**src/wdr_pkg.sv**
```systemverilog
// Package: register map, field layouts, codes and timing for the watchdog and reset control
package wdr_pkg;
    // Register byte addresses (offsets chosen for this block)
    localparam logic [3:0] ADDR_WDT_CTRL = 4'h0;
    localparam logic [3:0] ADDR_RST_FLAGS = 4'h4;
    localparam logic [3:0] ADDR_PIN_CFG = 4'h8;
    localparam logic [3:0] ADDR_CMD = 4'hc;
    // Watchdog control layout and codes
    localparam logic [7:0] WDT_CTRL_POR = 8'h53;
    localparam logic [4:0] KEY_DISABLE = 5'h15;
    localparam logic [4:0] KEY_ENABLE = 5'h0a;
    localparam int KEY_LSB = 3;
    // Reset pin configuration codes
    localparam logic [7:0] PIN_CFG_IO = 8'h55;
    localparam logic [7:0] PIN_CFG_RESET = 8'haa;
    // Reset flag bit positions
    localparam int FLAG_WDT_KEY = 0;
    localparam int FLAG_LV_KEY = 1;
    localparam int FLAG_LV_EVENT = 2;
    localparam int FLAG_PIN_CFG = 3;
    localparam int FLAG_TIMEOUT = 4;
    localparam int FLAG_PDOWN = 5;
    // Command register bits
    localparam int CMD_CLEAR = 0;
    localparam int CMD_HALT = 1;
    // Largest divider exponent (select code 7)
    localparam int DIV_EXP_MAX = 18;
    // Timing: software reset delay and release delay in low-speed clock cycles
    localparam int SW_RESET_CYCLES = 4;
    localparam int RELEASE_CYCLES = 16;
    localparam int CNT_W = 19;
    // AXI response codes
    localparam logic [1:0] RESP_OKAY = 2'h0;
    localparam logic [1:0] RESP_SLVERR = 2'h2;

    // Reset outputs grouped
    typedef struct packed {
        logic full_reset;
        logic pc_sp_reset;
        logic inhibit;
        logic ports_preset;
    } wdr_reset_t;
endpackage : wdr_pkg

```
**src/wdr_top.sv**
```systemverilog
// Watchdog timer with keyed enable, reset-pin configuration and reset cause flags
// Function
// - Key 10101 disables, 01010 enables watchdog
// - Any other key: full reset after delay
// - Power-on loads key 01010, watchdog enabled
// - Three-bit select sets divider 2^8 to 2^18
// - Illegal key sets bit 0, software-zero clears
// - Normal overflow: full reset, time-out flag set
// - Sleep overflow: flag, reset only PC/SP
// - Key fault, clear, halt, pin clear counter
// - Power-on reset starts program at zero
// - Power-on presets ports to all ones
// - Pin is reset only when configured so
// - After pin release, wait delay, inhibit
// - Pin low resets program counter to zero
// - Pin config 55 I/O, AA reset, else reset
// - Power-on loads pin config 01010101
// - Counter clocked by low-speed RC clock
// - Illegal pin config sets bit 3 flag
`timescale 1ns/1ps
module wdr_top #(
    parameter int SW_DELAY = wdr_pkg::SW_RESET_CYCLES,   // Software reset delay
    parameter int REL_DELAY = wdr_pkg::RELEASE_CYCLES     // Pin release delay
) (
    input wire logic SYS_CLK,          // Low-speed RC clock
    input wire logic RST,              // Power-on reset, async high
    input wire logic CLK_EN,           // Freezes all state while low
    input wire logic CLR_INSTR,        // Clear-watchdog instruction pulse
    input wire logic HALT_INSTR,       // Halt instruction pulse
    input wire logic LOW_POWER,        // Sleep or idle mode level
    input wire logic EXT_RESET_N_IN,   // Shared pin input level
    output logic PIN_IO_IN,            // Pin level for I/O use
    output logic PIN_IS_RESET,         // Pin serves as reset
    output wdr_pkg::wdr_reset_t RESETS, // Reset outputs
    input wire logic [3:0] S_AXI_AWADDR,
    input wire logic S_AXI_AWVALID,
    output logic S_AXI_AWREADY,
    input wire logic [31:0] S_AXI_WDATA,
    input wire logic [3:0] S_AXI_WSTRB,
    input wire logic S_AXI_WVALID,
    output logic S_AXI_WREADY,
    output logic [1:0] S_AXI_BRESP,
    output logic S_AXI_BVALID,
    input wire logic S_AXI_BREADY,
    input wire logic [3:0] S_AXI_ARADDR,
    input wire logic S_AXI_ARVALID,
    output logic S_AXI_ARREADY,
    output logic [31:0] S_AXI_RDATA,
    output logic [1:0] S_AXI_RRESP,
    output logic S_AXI_RVALID,
    input wire logic S_AXI_RREADY
);
    ////////////////////////////////////////////////////////////////////////////
    // Declarations
    logic [7:0] wdt_ctrl;          // Key and divider select
    logic [7:0] pin_cfg;           // Reset pin configuration
    logic [5:0] flags;             // Reset cause flags
    logic [wdr_pkg::CNT_W-1:0] cnt; // Watchdog counter
    logic pin_s1, pin_s2;          // Pin synchroniser
    logic [7:0] sw_cnt;            // Software reset delay counter
    logic [7:0] rel_cnt;           // Release delay counter
    logic [1:0] por_seen;          // Power-on preset pulse shaping
    logic aw_hold, w_hold;         // Captured write halves
    logic [3:0] aw_addr;           // Captured write address
    logic [31:0] w_data;           // Captured write data
    logic [3:0] w_strb;            // Captured strobes
    logic do_write;                // Write commits this cycle
    logic wr_ok;                   // Write address mapped
    logic [4:0] key;               // Enable key field
    logic [2:0] sel;               // Divider select
    logic key_bad, cfg_bad;        // Illegal codes
    logic wdt_on;                  // Watchdog enabled
    logic pin_low;                 // Configured pin asserted
    logic clr_any;                 // Any counter clear
    logic overflow;                // Counter reached limit
    logic [4:0] div_exp;           // Selected exponent
    logic pending;                 // Software reset pending
    logic wr_clear, wr_halt;       // Command pulses from bus

    assign key = wdt_ctrl[7:wdr_pkg::KEY_LSB];
    assign sel = wdt_ctrl[wdr_pkg::KEY_LSB-1:0];
    assign key_bad = (key != wdr_pkg::KEY_ENABLE) && (key != wdr_pkg::KEY_DISABLE);
    assign wdt_on = (key == wdr_pkg::KEY_ENABLE);
    assign cfg_bad = (pin_cfg != wdr_pkg::PIN_CFG_IO) && (pin_cfg != wdr_pkg::PIN_CFG_RESET);
    assign PIN_IS_RESET = (pin_cfg == wdr_pkg::PIN_CFG_RESET);
    assign pin_low = PIN_IS_RESET && !pin_s2;
    assign PIN_IO_IN = pin_s2;
    assign pending = key_bad || cfg_bad;

    ////////////////////////////////////////////////////////////////////////////
    // Divider select decode
    always_comb begin
        unique case (sel)
            3'h0: div_exp = 5'h08;
            3'h1: div_exp = 5'h0a;
            3'h2: div_exp = 5'h0c;
            3'h3: div_exp = 5'h0e;
            3'h4: div_exp = 5'h0f;
            3'h5: div_exp = 5'h10;
            3'h6: div_exp = 5'h11;
            default: div_exp = 5'h12;
        endcase
    end

    // Overflow when the counter reaches 2^exp minus one
    assign overflow = wdt_on && (cnt == ((19'h00001 << div_exp) - 19'h00001));
    assign clr_any = key_bad || CLR_INSTR || wr_clear || HALT_INSTR || wr_halt || pin_low;

    ////////////////////////////////////////////////////////////////////////////
    // Pin synchroniser
    always_ff @(posedge SYS_CLK or posedge RST) begin
        if (RST) begin
            pin_s1 <= 1'b1;
            pin_s2 <= 1'b1;
        end else if (CLK_EN) begin
            pin_s1 <= EXT_RESET_N_IN;
            pin_s2 <= pin_s1;
        end
    end

    ////////////////////////////////////////////////////////////////////////////
    // Watchdog counter on the low-speed clock
    always_ff @(posedge SYS_CLK or posedge RST) begin
        if (RST) begin
            cnt <= '0;
        end else if (CLK_EN) begin
            if (!wdt_on || clr_any || overflow) begin
                cnt <= '0;
            end else begin
                cnt <= cnt + 19'h00001;
            end
        end
    end

    ////////////////////////////////////////////////////////////////////////////
    // Software reset delay: counts while an illegal code stands
    always_ff @(posedge SYS_CLK or posedge RST) begin
        if (RST) begin
            sw_cnt <= '0;
        end else if (CLK_EN) begin
            if (!pending || RESETS.full_reset) begin
                sw_cnt <= '0;
            end else if (sw_cnt < 8'(SW_DELAY)) begin
                sw_cnt <= sw_cnt + 8'h01;
            end
        end
    end

    ////////////////////////////////////////////////////////////////////////////
    // Reset outputs and release delay
    always_ff @(posedge SYS_CLK or posedge RST) begin
        if (RST) begin
            RESETS <= '{full_reset: 1'b1, pc_sp_reset: 1'b1, inhibit: 1'b1, ports_preset: 1'b1};
            rel_cnt <= '0;
            por_seen <= '0;
        end else if (CLK_EN) begin
            por_seen <= {por_seen[0], 1'b1};
            RESETS.ports_preset <= !por_seen[1];
            RESETS.full_reset <= pin_low || (pending && sw_cnt == 8'(SW_DELAY))
                || (overflow && !LOW_POWER);
            RESETS.pc_sp_reset <= pin_low || (overflow && LOW_POWER) || (pending && sw_cnt == 8'(SW_DELAY))
                || (overflow && !LOW_POWER);
            if (pin_low) begin
                rel_cnt <= '0;
                RESETS.inhibit <= 1'b1;
            end else if (rel_cnt < 8'(REL_DELAY)) begin
                rel_cnt <= rel_cnt + 8'h01;
                RESETS.inhibit <= 1'b1;
            end else begin
                RESETS.inhibit <= 1'b0;
            end
        end
    end

    ////////////////////////////////////////////////////////////////////////////
    // AXI4-Lite write channel
    assign S_AXI_AWREADY = !aw_hold && !S_AXI_BVALID;
    assign S_AXI_WREADY = !w_hold && !S_AXI_BVALID;
    assign do_write = aw_hold && w_hold && !S_AXI_BVALID;
    assign wr_ok = (aw_addr == wdr_pkg::ADDR_WDT_CTRL) || (aw_addr == wdr_pkg::ADDR_RST_FLAGS)
        || (aw_addr == wdr_pkg::ADDR_PIN_CFG) || (aw_addr == wdr_pkg::ADDR_CMD);
    assign wr_clear = do_write && aw_addr == wdr_pkg::ADDR_CMD && w_strb[0] && w_data[wdr_pkg::CMD_CLEAR];
    assign wr_halt = do_write && aw_addr == wdr_pkg::ADDR_CMD && w_strb[0] && w_data[wdr_pkg::CMD_HALT];

    // Capture address and data in either order, then answer
    always_ff @(posedge SYS_CLK or posedge RST) begin
        if (RST) begin
            aw_hold <= 1'b0;
            w_hold <= 1'b0;
            aw_addr <= '0;
            w_data <= '0;
            w_strb <= '0;
            S_AXI_BVALID <= 1'b0;
            S_AXI_BRESP <= wdr_pkg::RESP_OKAY;
        end else if (CLK_EN) begin
            if (S_AXI_AWVALID && S_AXI_AWREADY) begin
                aw_hold <= 1'b1;
                aw_addr <= {S_AXI_AWADDR[3:2], 2'b00};
            end
            if (S_AXI_WVALID && S_AXI_WREADY) begin
                w_hold <= 1'b1;
                w_data <= S_AXI_WDATA;
                w_strb <= S_AXI_WSTRB;
            end
            if (do_write) begin
                aw_hold <= 1'b0;
                w_hold <= 1'b0;
                S_AXI_BVALID <= 1'b1;
                S_AXI_BRESP <= wr_ok ? wdr_pkg::RESP_OKAY : wdr_pkg::RESP_SLVERR;
            end else if (S_AXI_BVALID && S_AXI_BREADY) begin
                S_AXI_BVALID <= 1'b0;
            end
        end
    end

    ////////////////////////////////////////////////////////////////////////////
    // Control registers, reloaded by every full reset
    always_ff @(posedge SYS_CLK or posedge RST) begin
        if (RST) begin
            wdt_ctrl <= wdr_pkg::WDT_CTRL_POR;
            pin_cfg <= wdr_pkg::PIN_CFG_IO;
        end else if (CLK_EN) begin
            if (RESETS.full_reset) begin
                wdt_ctrl <= wdr_pkg::WDT_CTRL_POR;
                pin_cfg <= wdr_pkg::PIN_CFG_IO;
            end else if (do_write && w_strb[0]) begin
                if (aw_addr == wdr_pkg::ADDR_WDT_CTRL) begin
                    wdt_ctrl <= w_data[7:0];
                end
                if (aw_addr == wdr_pkg::ADDR_PIN_CFG) begin
                    pin_cfg <= w_data[7:0];
                end
            end
        end
    end

    ////////////////////////////////////////////////////////////////////////////
    // Reset cause flags: hardware set wins over software clear
    always_ff @(posedge SYS_CLK or posedge RST) begin
        if (RST) begin
            flags <= '0;
        end else if (CLK_EN) begin
            if (do_write && w_strb[0] && aw_addr == wdr_pkg::ADDR_RST_FLAGS) begin
                for (int i = 0; i < $bits(flags); i++) begin
                    if (!w_data[i]) flags[i] <= 1'b0;
                end
            end
            // Clears come first so that a set in the same cycle wins
            if (CLR_INSTR || wr_clear) flags[wdr_pkg::FLAG_PDOWN] <= 1'b0;
            if (HALT_INSTR || wr_halt) begin
                flags[wdr_pkg::FLAG_PDOWN] <= 1'b1;
                flags[wdr_pkg::FLAG_TIMEOUT] <= 1'b0;
            end
            if (key_bad && sw_cnt == 8'(SW_DELAY)) flags[wdr_pkg::FLAG_WDT_KEY] <= 1'b1;
            if (cfg_bad && sw_cnt == 8'(SW_DELAY)) flags[wdr_pkg::FLAG_PIN_CFG] <= 1'b1;
            if (overflow) flags[wdr_pkg::FLAG_TIMEOUT] <= 1'b1;
        end
    end

    ////////////////////////////////////////////////////////////////////////////
    // AXI4-Lite read channel
    assign S_AXI_ARREADY = !S_AXI_RVALID;
    always_ff @(posedge SYS_CLK or posedge RST) begin
        if (RST) begin
            S_AXI_RVALID <= 1'b0;
            S_AXI_RDATA <= '0;
            S_AXI_RRESP <= wdr_pkg::RESP_OKAY;
        end else if (CLK_EN) begin
            if (S_AXI_ARVALID && S_AXI_ARREADY) begin
                S_AXI_RVALID <= 1'b1;
                S_AXI_RRESP <= wdr_pkg::RESP_OKAY;
                unique case ({S_AXI_ARADDR[3:2], 2'b00})
                    wdr_pkg::ADDR_WDT_CTRL: S_AXI_RDATA <= {24'h000000, wdt_ctrl};
                    wdr_pkg::ADDR_RST_FLAGS: S_AXI_RDATA <= {26'h0, flags};
                    wdr_pkg::ADDR_PIN_CFG: S_AXI_RDATA <= {24'h000000, pin_cfg};
                    wdr_pkg::ADDR_CMD: S_AXI_RDATA <= '0;
                    default: begin
                        S_AXI_RDATA <= '0;
                        S_AXI_RRESP <= wdr_pkg::RESP_SLVERR;
                    end
                endcase
            end else if (S_AXI_RVALID && S_AXI_RREADY) begin
                S_AXI_RVALID <= 1'b0;
            end
        end
    end

    ////////////////////////////////////////////////////////////////////////////
    // Checks
    // Disabled watchdog holds its counter at zero
    chk_disabled_idle: assert property (@(posedge SYS_CLK) disable iff (RST)
        (CLK_EN && !wdt_on) |=> (cnt == '0)) else $error("Counter moved while disabled");

    // Enabled watchdog steps by one per clock
    chk_key_enable: assert property (@(posedge SYS_CLK) disable iff (RST)
        (CLK_EN && wdt_on && !clr_any && !overflow) |=> (cnt == $past(cnt) + 19'h00001))
        else $error("Enabled counter did not step");

    // Illegal code ends in a full reset
    chk_sw_reset: assert property (@(posedge SYS_CLK) disable iff (RST)
        (CLK_EN && pending && sw_cnt == 8'(SW_DELAY) && !RESETS.full_reset) |=> RESETS.full_reset)
        else $error("Software reset missing");

    // Fault flags follow the software reset
    chk_key_flag: assert property (@(posedge SYS_CLK) disable iff (RST)
        (CLK_EN && key_bad && sw_cnt == 8'(SW_DELAY)) |=> flags[wdr_pkg::FLAG_WDT_KEY])
        else $error("Key fault flag not set");
    chk_cfg_flag: assert property (@(posedge SYS_CLK) disable iff (RST)
        (CLK_EN && cfg_bad && sw_cnt == 8'(SW_DELAY)) |=> flags[wdr_pkg::FLAG_PIN_CFG])
        else $error("Pin fault flag not set");

    // Overflow: full reset when running, program counter and stack only when asleep
    chk_ovf_normal: assert property (@(posedge SYS_CLK) disable iff (RST)
        (CLK_EN && overflow && !LOW_POWER) |=> (RESETS.full_reset && flags[wdr_pkg::FLAG_TIMEOUT]))
        else $error("Overflow reset missing");
    chk_ovf_sleep: assert property (@(posedge SYS_CLK) disable iff (RST)
        (CLK_EN && overflow && LOW_POWER && !pin_low && !pending) |=> (RESETS.pc_sp_reset && !RESETS.full_reset))
        else $error("Sleep overflow wrong");

    // Instruction and bus command clears
    chk_clear_cnt: assert property (@(posedge SYS_CLK) disable iff (RST)
        (CLK_EN && (CLR_INSTR || HALT_INSTR)) |=> (cnt == '0)) else $error("Clear did not clear");
    chk_cmd_clear: assert property (@(posedge SYS_CLK) disable iff (RST)
        (CLK_EN && (wr_clear || wr_halt)) |=> (cnt == '0)) else $error("Command did not clear");

    // Pin resets only when configured so, then holds operation off
    chk_pin_io: assert property (@(posedge SYS_CLK) disable iff (RST)
        (CLK_EN && !PIN_IS_RESET && !pending && !overflow) |=> !RESETS.full_reset)
        else $error("Pin reset while I/O");
    chk_pin_inhibit: assert property (@(posedge SYS_CLK) disable iff (RST)
        (CLK_EN && pin_low) |=> (RESETS.inhibit && RESETS.pc_sp_reset)) else $error("Pin reset not held");
    chk_inhibit_end: assert property (@(posedge SYS_CLK) disable iff (RST)
        (CLK_EN && !pin_low && rel_cnt == 8'(REL_DELAY)) |=> !RESETS.inhibit) else $error("Inhibit not released");

    // Power-on preset and full-reset reload
    chk_ports_preset: assert property (@(posedge SYS_CLK) disable iff (RST)
        (CLK_EN && por_seen[1]) |=> !RESETS.ports_preset) else $error("Port preset stuck");
    chk_ctrl_reload: assert property (@(posedge SYS_CLK) disable iff (RST)
        (CLK_EN && RESETS.full_reset) |=> (wdt_ctrl == wdr_pkg::WDT_CTRL_POR && pin_cfg == wdr_pkg::PIN_CFG_IO))
        else $error("Control words not reloaded");
endmodule : wdr_top

```
**config.mk**
```make
export PLATFORM = sky130hd
export DESIGN_NAME = wdr_top
export DESIGN_NICKNAME = d
export VERILOG_FILES = /design/src/wdr_pkg.sv /design/src/wdr_top.sv
export SDC_FILE = /design/constraint.sdc
export NUM_CORES = 1
export LEC_CHECK = 0
export ABC_AREA = 1
export BUFFER_PORTS_ARGS = -buffer_cell sky130_fd_sc_hd__buf_2
export CORE_UTILIZATION = 49
export DETAILED_ROUTE_END_ITERATION = 10
export PLACE_DENSITY = 0.76
export SYNTH_ARGS = -nofsm -noshare
export SYNTH_HDL_FRONTEND = slang
export SYNTH_SLANG_ARGS = --single-unit
```
**constraint.sdc**
```tcl
create_clock -name SYS_CLK -period 3 [get_ports SYS_CLK]
set_clock_uncertainty 0.15 [all_clocks]
set_input_delay 0.6 -clock SYS_CLK [delete_from_list [all_inputs] [get_ports SYS_CLK]]
set_output_delay 0.6 -clock SYS_CLK [all_outputs]
set_load 0.01 [all_outputs]
```
==> flow_summary.yaml <==
die:
  initial_core_util_pct: 51.7
  fp.coreArea_um2: 8890
  die-width_um: 98.8
  io_pins: 103
  rows: 34
  fp.dieH_um: 98.8
  die-area_um2: 9770
clock_tree:
  post_cts_resized: 0
  clock-root-buffer: "clkbuf_8"
  cts_buffer_depth: 2
  cts_made_buffers: 9
  cts.sinks: 87
  clkTransAtPathRegs_ns: 0.09
  postCtsSetupBuffers: 0
  clock_latency_ns: 0.36
  hold_buffers: 0
  htree_levels: 3
  cts_tree: "done"
detailed_routing:
  ant_nets: 0
  routedWlPerCell_um: 12.8
  vias_per_cell: 5.06
  dr.pass1.iters: 5
  vias: 3798
  drt_iter0_drc: 133
  drc: 0
  drt-total-wl_mm: 9.63
timing:
  clock.fmax_mhz: 474
  hold_viol: 0
  finalCriticalPeriod_ns: 2.11
  slew_headroom_pct: 55.4
  slew_violations: 0
  min_period_over_period_pct: 70.4
  rsz0062_at_grt: "no"
  finalSetupTns_ns: 0
  finalSetupViolCount: 0
  tightest_slew_ns: 0.668
critical_path:
  start_kind: "flop"
  cp_data_required_time_ns: 2.25
  crit_fanout: 3
  crit_path_end: "PIN_IS_RESET"
  rr_startpoint: "wdt_ctrl[4]"
  crit_start: "pin_cfg[2]"
  rr_worst_depth: 9
  cp-end-kind: "primary output"
  path_class: "flop to primary output"
  worstPathArrival_ns: 1.36
  reg2reg_setup_slack_ns: 1.06
  r2r_end: "cnt[14]"
synth:
  synth.area.mux_share_pct: 0
  synth_edf_count: 0
  synth_fa_ha_area_share_pct: 1.36
  ys_ff_latch: 87
  ys_seq_area_share_pct: 47.8
  synth_most_common_cell: "nand2_1"
  synth_top_flop_cell: "dfrtp_1"
  synth_top_area_share_pct: 39.8
  synthSimpleGateAreaFrac_pct: 25.9
  synth.distinct_cells: 34
  synth_largest_area_cell: "dfrtp_1"
  netlist_area_um2: 4590
  synth_area_leaders: "dfrtp_1 (40%), nand2_1 (14%), dfstp_2 (8.0%)"
  post_synth_xor_area_fraction_pct: 2.86
  synth_compound_area_share_pct: 9.72
  async_flop_share_pct: 100
  syn_avg_cell_area_um2: 7.72
  synthTopCellsByCount: "nand2_1 (174), dfrtp_1 (73), inv_1 (71)"
  yosysWarnings: 0
  synthCells: 595
  synth_top_family_by_area: "simple AND/OR/NAND/NOR gates"
grt:
  grt_max_degree: 51
  overflow: 0
  first_global_vias: 3577
  grt_pass1_wl_mm: 16.9
  grt_use_total_pct: 21.9
  antenna_found_initial: 0
power_and_ir_drop:
  p_int_mw: 2.26
  net-switching-power_mw: 1.30
  pwr_density_cell_nw_per_um2: 712
  finalPower_mw: 3.56
  power.leakage_nw: 2.58
  sw_frac_of_total_pct: 36.5
  clockPowerShare_pct: 23.4
  seqPwrFrac_pct: 50.1
  p_comb_share_pct: 26.5
  vdd_drop_max_mv: 0.439
final_layout:
  antenna_cells: 0
  drive_gt1_share_pct: 14.2
  layout.nets: 699
  area_growth_pct: 8.93
  fin_area_um2: 5000
place:
  placed_area_um2: 4800
  gp_congestion: 0.883
  io_buffers: 44
  post-dp-hpwl_mm: 7.15
run:
  maxCapViolations: 0
hold_path:
  hp-class: "input port to async pin"
run_status:
  status: "completed"
-- worst min path at each step --
| stage | start | end | slack (ns) | depth (start not counted) |
|---|---|---|---|---|
| floorplan | por_seen[1] | RESETS[0] | 0.26 | 1 |
| global placement | por_seen[1] | RESETS[0] | 0.27 | 1 |
| detailed placement | por_seen[1] | RESETS[0] | 0.28 | 1 |
| CTS | RST | S_AXI_BVALID | 0.17 | 2 |
| global route | RST | S_AXI_BVALID | 0.21 | 2 |
| finish | RST | S_AXI_BVALID | 0.15 | 2 |
-- critical path, stage by stage (launching register included) --
cell     delay [ns]
dfstp_2        0.38
inv_1          0.11
nand2_1        0.06
nor2_1         0.17
nand2_1        0.11
inv_1          0.06
buf_2          0.12
-- power groups by stage --
stage	registers, mW	clock network, mW	logic, mW
after floorplan	1.74	0	0.729
after global placement	1.79	0	0.917
after detailed placement	1.80	0	0.946
after CTS	1.78	0.857	0.954
after global routing	1.83	0.902	1.10
final	1.78	0.834	0.942
-- cells in the final DEF, fill, tap and decap left out, types with 5 or more instances in the layout --
| master | instances |
|---|---|
| nand2_1 | 174 |
| ha_1 | 5 |
| nor2_1 | 50 |
| dfrtp_1 | 73 |
| nand3_1 | 28 |
| buf_2 | 44 |
| nor3_1 | 9 |
| nand4_1 | 10 |
| dfstp_2 | 14 |
| a21oi_1 | 34 |
| inv_1 | 70 |
| xor2_1 | 12 |
| conb_1 | 29 |
| o21ai_1 | 8 |
| clkbuf_8 | 9 |
| o21ai_0 | 40 |
-- logic make-up (layout without fill, tap and decap cells) --
group,after synthesis,count (layout)
and+or+nand+nor,284,284
buffers and inverters,115,136
adders and majority gates,5,5
DFF,87,87
AOI/OAI and AO/OA,87,87
xor gates and xnor gates,15,15
other,2,29
-- metal layers --
layer	part of all wire (%)	global-route usage, %
met1	46	29.6
met2	48	35.7
met3	3.8	3.05
met4	1.5	8.84
met5	0	0
-- through the flow --
step	std cells	worst slack, ns	util, %	hold slack, ns
2_1_floorplan	622	0.0230	-	0.256
3_3_place_gp	735	0.940	54.0	0.271
3_5_place_dp	735	0.876	54.0	0.282
4_1_cts	751	0.861	56.3	0.166
5_1_grt	751	0.783	56.3	0.212
6_report	751	0.888	56.3	0.150
-- registers in the layout (all words and copies together), names as in the netlist --
signal and flops:
wdt_ctrl 8, RESETS 4, S_AXI_BVALID 1, aw_addr 2, pin_cfg 8, w_strb 1
S_AXI_RVALID 1, sw_cnt 8, pin_s1 1, aw_hold 1, PIN_IO_IN 1, flags 4
S_AXI_RDATA 8, rel_cnt 8, w_hold 1, por_seen 2, S_AXI_BRESP 1, cnt 19
w_data 8
-- layout make-up --
cell class              instances  area, um2
fillers                       835       3890
flip-flops and latches         87       2190
multi-input cells             420       1940
inverters                      73        275
repair buffers                 47        255
well taps                     108        135
clock buffers                   9        124
clock inverters                 7       78.8
No activity file was read; power rests on OpenSTA's default activity.
